===== config.mk =====
export PLATFORM = sky130hd
export DESIGN_NAME = at_bus_command_controller
export DESIGN_NICKNAME = d
export VERILOG_FILES = /design/src/verilog/bus_cmd_pkg.sv /design/src/verilog/at_bus_command_controller.sv
export SDC_FILE = /design/constraint.sdc
export NUM_CORES = 1
export LEC_CHECK = 0
export ABC_AREA = 1
export ABC_CLOCK_PERIOD_IN_PS = 2100
export BUFFER_PORTS_ARGS = -buffer_cell sky130_fd_sc_hd__buf_2
export CAP_MARGIN = 15
export CORE_ASPECT_RATIO = 1.1
export CORE_MARGIN = 1
export CORE_UTILIZATION = 58
export DETAILED_ROUTE_END_ITERATION = 8
export PLACE_DENSITY_LB_ADDON = 0.08
export SYNTH_ARGS = -nofsm -noshare
export SYNTH_HDL_FRONTEND = slang
export SYNTH_SLANG_ARGS = --single-unit

===== constraint.sdc =====
create_clock -name clk_sys -period 2.1 [get_ports clk_sys]
set_input_delay 0.63 -clock clk_sys [delete_from_list [all_inputs] [get_ports clk_sys]]
set_output_delay 0.63 -clock clk_sys [all_outputs]
set_load 0.005 [all_outputs]

===== src/verilog/bus_cmd_pkg.sv =====
// shared constants and carrier types for the bus command controller
// assumes a single 25 MHz system clock and synchronous active-high reset
package bus_cmd_pkg;
  // divide ratio of the peripheral reference clock
  localparam int REF_DIV = 12;
  localparam int REF_HALF = REF_DIV / 2;
  localparam logic [3:0] REF_HALF_M1 = 4'(REF_HALF - 1);
  // status pair encodings (status one, status zero)
  localparam logic [1:0] ST_IDLE = 2'h3;
  localparam logic [1:0] ST_READ = 2'h1;
  localparam logic [1:0] ST_WRITE = 2'h2;
  localparam logic [1:0] ST_HALT = 2'h0;
  // address bit positions in the captured cycle
  localparam int XA3_POS = 3;

  typedef enum logic [3:0] {
    PH_IDLE = 4'h1,
    PH_ADDR = 4'h2,
    PH_DATA = 4'h4,
    PH_TURN = 4'h8
  } phase_type;

  typedef struct packed {
    logic mem_io;
    logic st1_n;
    logic st0_n;
    logic a1;
    logic a0;
    logic bhe_n;
  } cpu_status_type;

  typedef struct packed {
    logic inta_n;
    logic ior_n;
    logic iow_n;
    logic memr_n;
    logic memw_n;
  } cmd_type;
endpackage


===== src/verilog/at_bus_command_controller.sv =====
// bus command controller: processor status in, system strobes out
// assumes status lines come from pins, synchronised here; the reference
// crystal clock is sampled as a pin at clk_sys
`timescale 1ns/10ps
module at_bus_command_controller
  import bus_cmd_pkg::*;
(
  input wire logic clk_sys,
  input wire logic reset,
  input wire cpu_status_type cpu_in,
  input wire logic inta_cycle,
  input wire logic refresh,
  input wire logic hold_ack,
  input wire logic low_byte_latch_control,
  input wire logic periph_crystal_in,
  input wire logic copro_select_in_n,
  input wire logic buffered_addr_bit_three,
  output cmd_type cmd_out,
  output cmd_type cmd_oe,
  output logic buffered_high_byte_en_n,
  output logic buffered_addr_bit_zero,
  output logic rtc_addr_strobe_en_n,
  output logic ref_clock_out,
  output logic ref_clock_div_twelve,
  output logic addr_latch_en,
  output logic row_strobe,
  output logic dt_r,
  output logic data_en,
  output logic low_lane_xcvr_en_n,
  output logic high_lane_xcvr_en_n,
  output logic copro_chip_select_out_n,
  output logic copro_reset,
  output logic cpu_reset
);

  // ------------------------------------------------------------
  // input synchronisers
  // ------------------------------------------------------------
  cpu_status_type st_s1_r, st_s2_r, st_s3_r, st_r;
  logic [2:0] osc_sync_r;
  logic osc_r;

  always_ff @(posedge clk_sys) begin
    if (reset) begin
      st_s1_r <= '{mem_io: 1'b0, st1_n: 1'b1, st0_n: 1'b1,
                   a1: 1'b0, a0: 1'b0, bhe_n: 1'b1};
      st_s2_r <= '{mem_io: 1'b0, st1_n: 1'b1, st0_n: 1'b1,
                   a1: 1'b0, a0: 1'b0, bhe_n: 1'b1};
      st_s3_r <= '{mem_io: 1'b0, st1_n: 1'b1, st0_n: 1'b1,
                   a1: 1'b0, a0: 1'b0, bhe_n: 1'b1};
      st_r <= '{mem_io: 1'b0, st1_n: 1'b1, st0_n: 1'b1,
                a1: 1'b0, a0: 1'b0, bhe_n: 1'b1};
    end else begin
      st_s1_r <= cpu_in;
      st_s2_r <= st_s1_r;
      st_s3_r <= st_s2_r;
      // accept a change only once two stages agree
      if (st_s2_r == st_s3_r) begin
        st_r <= st_s3_r;
      end
    end
  end

  always_ff @(posedge clk_sys) begin
    if (reset) begin
      osc_sync_r <= 3'h0;
      osc_r <= 1'b0;
    end else begin
      osc_sync_r <= {osc_sync_r[1:0], periph_crystal_in};
      if (osc_sync_r[2] == osc_sync_r[1]) begin
        osc_r <= osc_sync_r[2];
      end
    end
  end

  // ------------------------------------------------------------
  // reference clocks
  // ------------------------------------------------------------
  logic osc_prev_r;
  logic [3:0] div_cnt_r;

  always_ff @(posedge clk_sys) begin
    if (reset) begin
      osc_prev_r <= 1'b0;
      ref_clock_out <= 1'b0;
    end else begin
      osc_prev_r <= osc_r;
      ref_clock_out <= osc_r;
    end
  end

  // toggle every six rising edges gives one twelfth of the input rate
  always_ff @(posedge clk_sys) begin
    if (reset) begin
      div_cnt_r <= 4'h0;
      ref_clock_div_twelve <= 1'b0;
    end else if (osc_r && !osc_prev_r) begin
      if (div_cnt_r == REF_HALF_M1) begin
        div_cnt_r <= 4'h0;
        ref_clock_div_twelve <= ~ref_clock_div_twelve;
      end else begin
        div_cnt_r <= div_cnt_r + 4'h1;
      end
    end
  end

  // ------------------------------------------------------------
  // cycle sequencer
  // ------------------------------------------------------------
  logic [1:0] st_code;
  logic cyc_start, is_halt, is_write, is_mem;
  phase_type phase_r;
  logic cyc_write_r, cyc_mem_r, cyc_inta_r;

  assign st_code = {st_r.st1_n, st_r.st0_n};
  // a new status leaving idle opens a cycle
  assign cyc_start = (st_code != ST_IDLE) && (phase_r == PH_IDLE);
  assign is_halt = (st_code == ST_HALT);
  assign is_write = (st_code == ST_WRITE);
  assign is_mem = st_r.mem_io;

  always_ff @(posedge clk_sys) begin
    if (reset) begin
      phase_r <= PH_IDLE;
    end else begin
      unique case (phase_r)
        PH_IDLE: begin
          if (cyc_start && !is_halt) begin
            phase_r <= PH_ADDR;
          end
        end
        PH_ADDR: begin
          phase_r <= PH_DATA;
        end
        PH_DATA: begin
          if (st_code == ST_IDLE) begin
            phase_r <= PH_TURN;
          end
        end
        PH_TURN: begin
          phase_r <= PH_IDLE;
        end
      endcase
    end
  end

  always_ff @(posedge clk_sys) begin
    if (reset) begin
      cyc_write_r <= 1'b1;
      cyc_mem_r <= 1'b0;
      cyc_inta_r <= 1'b0;
    end else if (phase_r == PH_IDLE && cyc_start && !is_halt) begin
      cyc_write_r <= is_write;
      cyc_mem_r <= is_mem;
      cyc_inta_r <= inta_cycle;
    end
  end

  // ------------------------------------------------------------
  // strobes and latch timing
  // ------------------------------------------------------------
  logic data_ph;
  assign data_ph = (phase_r == PH_DATA);

  always_ff @(posedge clk_sys) begin
    if (reset) begin
      addr_latch_en <= 1'b0;
      row_strobe <= 1'b0;
      rtc_addr_strobe_en_n <= 1'b1;
      cpu_reset <= 1'b0;
    end else begin
      // one pulse per cycle start, none for halt
      addr_latch_en <= cyc_start && !is_halt;
      row_strobe <= (cyc_start && !is_halt && is_mem) ||
                    (row_strobe && phase_r != PH_TURN);
      if (cyc_start && st_code == ST_READ) begin
        rtc_addr_strobe_en_n <= 1'b0;
      end
      cpu_reset <= !st_r.mem_io && is_halt && !st_r.a1;
    end
  end

  cmd_type cmd_nxt;
  always_comb begin
    cmd_nxt = '1;
    if (data_ph) begin
      if (cyc_inta_r) begin
        cmd_nxt.inta_n = 1'b0;
      end else if (cyc_mem_r) begin
        cmd_nxt.memr_n = cyc_write_r;
        cmd_nxt.memw_n = !cyc_write_r;
      end else begin
        cmd_nxt.ior_n = cyc_write_r;
        cmd_nxt.iow_n = !cyc_write_r;
      end
    end
    if (refresh) begin
      cmd_nxt.memr_n = 1'b0;
    end
  end

  always_ff @(posedge clk_sys) begin
    if (reset) begin
      cmd_out <= '1;
      cmd_oe <= '1;
    end else begin
      cmd_out <= cmd_nxt;
      cmd_oe <= {5{!(hold_ack && !low_byte_latch_control)}};
    end
  end

  // ------------------------------------------------------------
  // data transceiver control
  // ------------------------------------------------------------
  logic copro_sel;
  assign copro_sel = !copro_select_in_n && buffered_addr_bit_three;

  always_ff @(posedge clk_sys) begin
    if (reset) begin
      dt_r <= 1'b1;
      data_en <= 1'b0;
    end else begin
      // direction only moves in idle or address phase with enable off
      if (phase_r == PH_ADDR) begin
        dt_r <= cyc_write_r;
      end else if (phase_r == PH_IDLE) begin
        dt_r <= 1'b1;
      end
      data_en <= data_ph && (st_code != ST_IDLE);
    end
  end

  always_ff @(posedge clk_sys) begin
    if (reset) begin
      low_lane_xcvr_en_n <= 1'b1;
      high_lane_xcvr_en_n <= 1'b1;
      buffered_high_byte_en_n <= 1'b1;
      buffered_addr_bit_zero <= 1'b0;
      copro_chip_select_out_n <= 1'b1;
      copro_reset <= 1'b0;
    end else begin
      low_lane_xcvr_en_n <= !(data_en && !st_r.a0 && !copro_sel);
      high_lane_xcvr_en_n <= !(data_en && !st_r.bhe_n && !copro_sel);
      buffered_high_byte_en_n <= st_r.bhe_n;
      buffered_addr_bit_zero <= st_r.a0;
      copro_chip_select_out_n <= !copro_sel;
      copro_reset <= !copro_select_in_n && !buffered_addr_bit_three
                     && cyc_write_r && data_ph;
    end
  end
endmodule


==> impl_summary.txt <==
----------------------------------------------------
[Timing]
  Sum of negative setup slack ... 0 ns
  Min Clock Period, post-route ... 1.519 ns
  Setup Viol. Count Final ... 0
  Achievable clock frequency ... 0.6583 GHz
  Setup repair after global routing missed its margin ... false
  Post-Route Hold Slack ... 0.4086 ns
  Number of hold-slack violations in the final timing report ... 0
  Actual transition at the worst max-transition pin ... 0.2719 ns
  Slew Limit Fails ... 0
  Headroom to the max-slew limit ... 0.8188
  Period Utilization, post-route ... 0.7234
  Worst clock skew ... 0.008939 ns

[Yosys]
  Netlist cell types ... 26
  Ys async rst share ... 0
  Post-synthesis sequential element count ... 59
  Area fraction in compound gates after synthesis ... 0.03761
  Share of the synthesized area in the top cell type ... 0.5636
  Fraction of synthesized area in multiplexers ... 0
  Synth cell count leaders ... dfxtp_1, nand2_1, inv_1
  Cell with the most instances after synthesis ... dfxtp_1
  Net count after synthesis ... 272
  Top cell type by total area after synthesis ... dfxtp_1
  Largest cells by area after synthesis ... dfxtp_1, nand2_1, inv_1
  Sequential fraction of the synthesis area ... 0.5636
  Most used flip-flop cell after synthesis ... dfxtp_1
  Adder and majority gate portion of the synthesized area ... 0
  Warning count from the yosys run ... 0
  Number of synthesized flops with an enable pin ... 0
  Summed instance area of the synthesized netlist ... 2096 um^2
  XOR/XNOR Fraction of Synth Area ... 0
  Post-synthesis instance total ... 257
  Post-Synth Simple-Gate Area ... 0.2973
  Syn avg cell area ... 8.155 um^2
  Largest family of logic cells by synthesized area ... simple AND/OR/NAND/NOR gates

[CTS]
  Number of buffers added to fix hold violations after cts ... 0
  Clock slew seen by the registers of the worst setup and hold paths ... 0.09 ns
  Num CTS Buffers ... 9
  Maximum buffer depth of the clock tree ... 2
  Clock root buffer master ... clkbuf_4
  Latest clock arrival within the worst-skew pair ... 0.37 ns
  Post-CTS Resized ... 0
  Number of levels the H-tree was split into ... 3
  TritonCTS clock tree ... done
  Post-CTS setup buffer count ... 0
  Clock sinks ... 59

[Detailed routing]
  DR vias/cell ... 4.572
  Total iterations of the first detailed-routing run ... 4
  Remaining antenna violation count after routing ... 0
  Final wirelength ... 3.228 mm
  Routed length per instance ... 9.144 um
  Iter 0 DRT Violations ... 46
  Number of design rule violations left after detail routing ... 0
  Overall via count from detail_route ... 1614

[Outcome]
  Result of the run ... finished, final reports clean

[Power and ir drop]
  Leakage ... 1.179 nW
  P_int ... 1.566 mW
  Sequential Power Share ... 0.578
  Fraction of power spent switching nets ... 0.2506
  Logic pwr share ... 0.103
  Power density over the cells ... 858.9 nW/um^2
  Share of power burned in the clock network ... 0.319
  IR drop worst, VDD ... 0.0005092 V
  Psw ... 523.9 uW

[Global route]
  Vias in the first global route ... 1448
  Remaining global-route overflow ... 0
  Pin count of the biggest net entering global routing ... 30
  Tot GR Track Use ... 0.2025
  Global-route wire length before repair ... 5.747 mm
  Initial antenna violation count ... 0

[Floorplanning]
  Area of the placeable core ... 3386 um^2
  Number of I/O pins ... 39
  Area of the die ... 3858 um^2
  Placement row count ... 22
  Initial Util ... 0.6190
  Die height ... 65.05 um
  Die W ... 59.32 um

[Critical path]
  Kind of cell with the highest combined delay on the critical path ... flip-flops
  Kind of end point of the critical path ... output pin
  Number of buffers and inverters on the critical path ... 1
  Peak per-stage delay on the critical path ... 0.38 ns
  Worst setup path category ... reg2out
  Highest-delay cell along the critical path ... dfxtp_1
  Kind of launch point of the worst setup path ... register
  Endpoint required time on the critical path ... 1.47 ns
  Series of cell instances along the critical path ... buf_2
  Signal arrival time at the worst endpoint ... 0.89 ns
  Largest fanout of any net on the critical path ... 2

[Placement]
  Final RePlAce weighted congestion ... 0.8218
  HPWL after detailed placement ... 2.388 mm
  Count of port buffers added during placement ... 38

[Cells and area]
  Area Growth Syn to Fin ... 16.12%
  NumNets Final ... 315
  Fraction of layout instances using a drive strength above 1 ... 0.2295
  ANT cells ... 0

[Min path]
  Worst min path class ... reg2reg

[Job]
  Maxcap violations ... 0

----------------------------------------------------
==> flip-flops by register name, indices dropped and copies added, names as in the netlist, 2 cells and up <==
name	flops
div_cnt_r	4
st_s2_r	6
st_code	2
st_r	3
cmd_out	5
osc_sync_r	3
st_s3_r	6
phase_r	4
st_s1_r	6
==> metal layers <==
| metal | part of all wire | routed length [um] | GRT usage | vias up |
|---|---|---|---|---|
| met1 | 0.48 | 1535 | 0.2396 | 691 |
| li1 | - | - | - | 880 |
| met4 | 0.023 | 73 | 0.1429 | 0 |
| met3 | 0.048 | 156 | 0.05389 | 9 |
| met2 | 0.45 | 1463 | 0.3118 | 34 |
| met5 | 0 | 0 | 0 | - |
==> tightest hold or removal path: stages, from the launching register on <==
cell,delay (ns)
dfxtp_1,0.30
inv_1,0.04
nor2_1,0.03
==> metrics by stage <==
| stage | instance area (um^2) | utilization | total power [mW] | setup slack, ns | cells |
|---|---|---|---|---|---|
| floorplan | 2096 | - | 1.388 | 0.8639 | 257 |
| global placement | 2317 | 0.6844 | 1.445 | 0.7103 | 337 |
| detailed placement | 2317 | 0.6844 | 1.450 | 0.7009 | 337 |
| CTS | 2434 | 0.7188 | 2.107 | 0.5637 | 353 |
| global route | 2434 | 0.7188 | 2.212 | 0.5228 | 353 |
| finish | 2434 | 0.7188 | 2.090 | 0.5809 | 353 |
==> cell type report <==
type	count	area, um^2
clock buffer	14	106.4
clock inverter	2	10.01
fill	294	952.2
inverter	43	161.4
multi-input combinational	146	701.9
sequential	59	1181
tap	48	60.06
timing repair buffer	41	212.7
==> kinds of logic (layout without fill, tap and decap cells) <==
| kind of cell | Yosys count | after routing |
|---|---|---|
| simple gates | 131 | 131 |
| compound gates | 15 | 15 |
| flops | 59 | 59 |
| buf+inv | 52 | 100 |
==> power groups by stage <==
stage                     clock (mW)  sequential (mW)  combinational (mW)
after floorplan                    0             1.23               0.159
after global placement             0             1.23               0.214
after detailed placement           0             1.23               0.217
after CTS                      0.682             1.21               0.218
after global routing           0.747             1.22               0.249
final                          0.667             1.21               0.215
==> path summary, 6_finish.rpt <==
path,start,endpoint,slack (ns),cells after the start
worst max register to register,phase_r[0],cmd_out[2],0.91,6
worst min register to register,st_s1_r[5],st_s2_r[5],0.41,2
worst max-delay path,osc_prev_r,ref_clock_out,0.58,1
worst min-delay path,st_s1_r[5],st_s2_r[5],0.41,2
==> cell usage in the layout, fill, tap and decap left out, types with 4 or more instances in the layout <==
cell / instances
buf_2: 38
nor3_1: 5
nor2_4: 4
nand3_1: 14
dfxtp_1: 59
or2_2: 6
inv_1: 42
nand2_1: 51
o21ai_0: 5
nor2_1: 36
a21oi_1: 7
nand4_1: 7
clkbuf_4: 9
(Power assumes the default switching activity.)
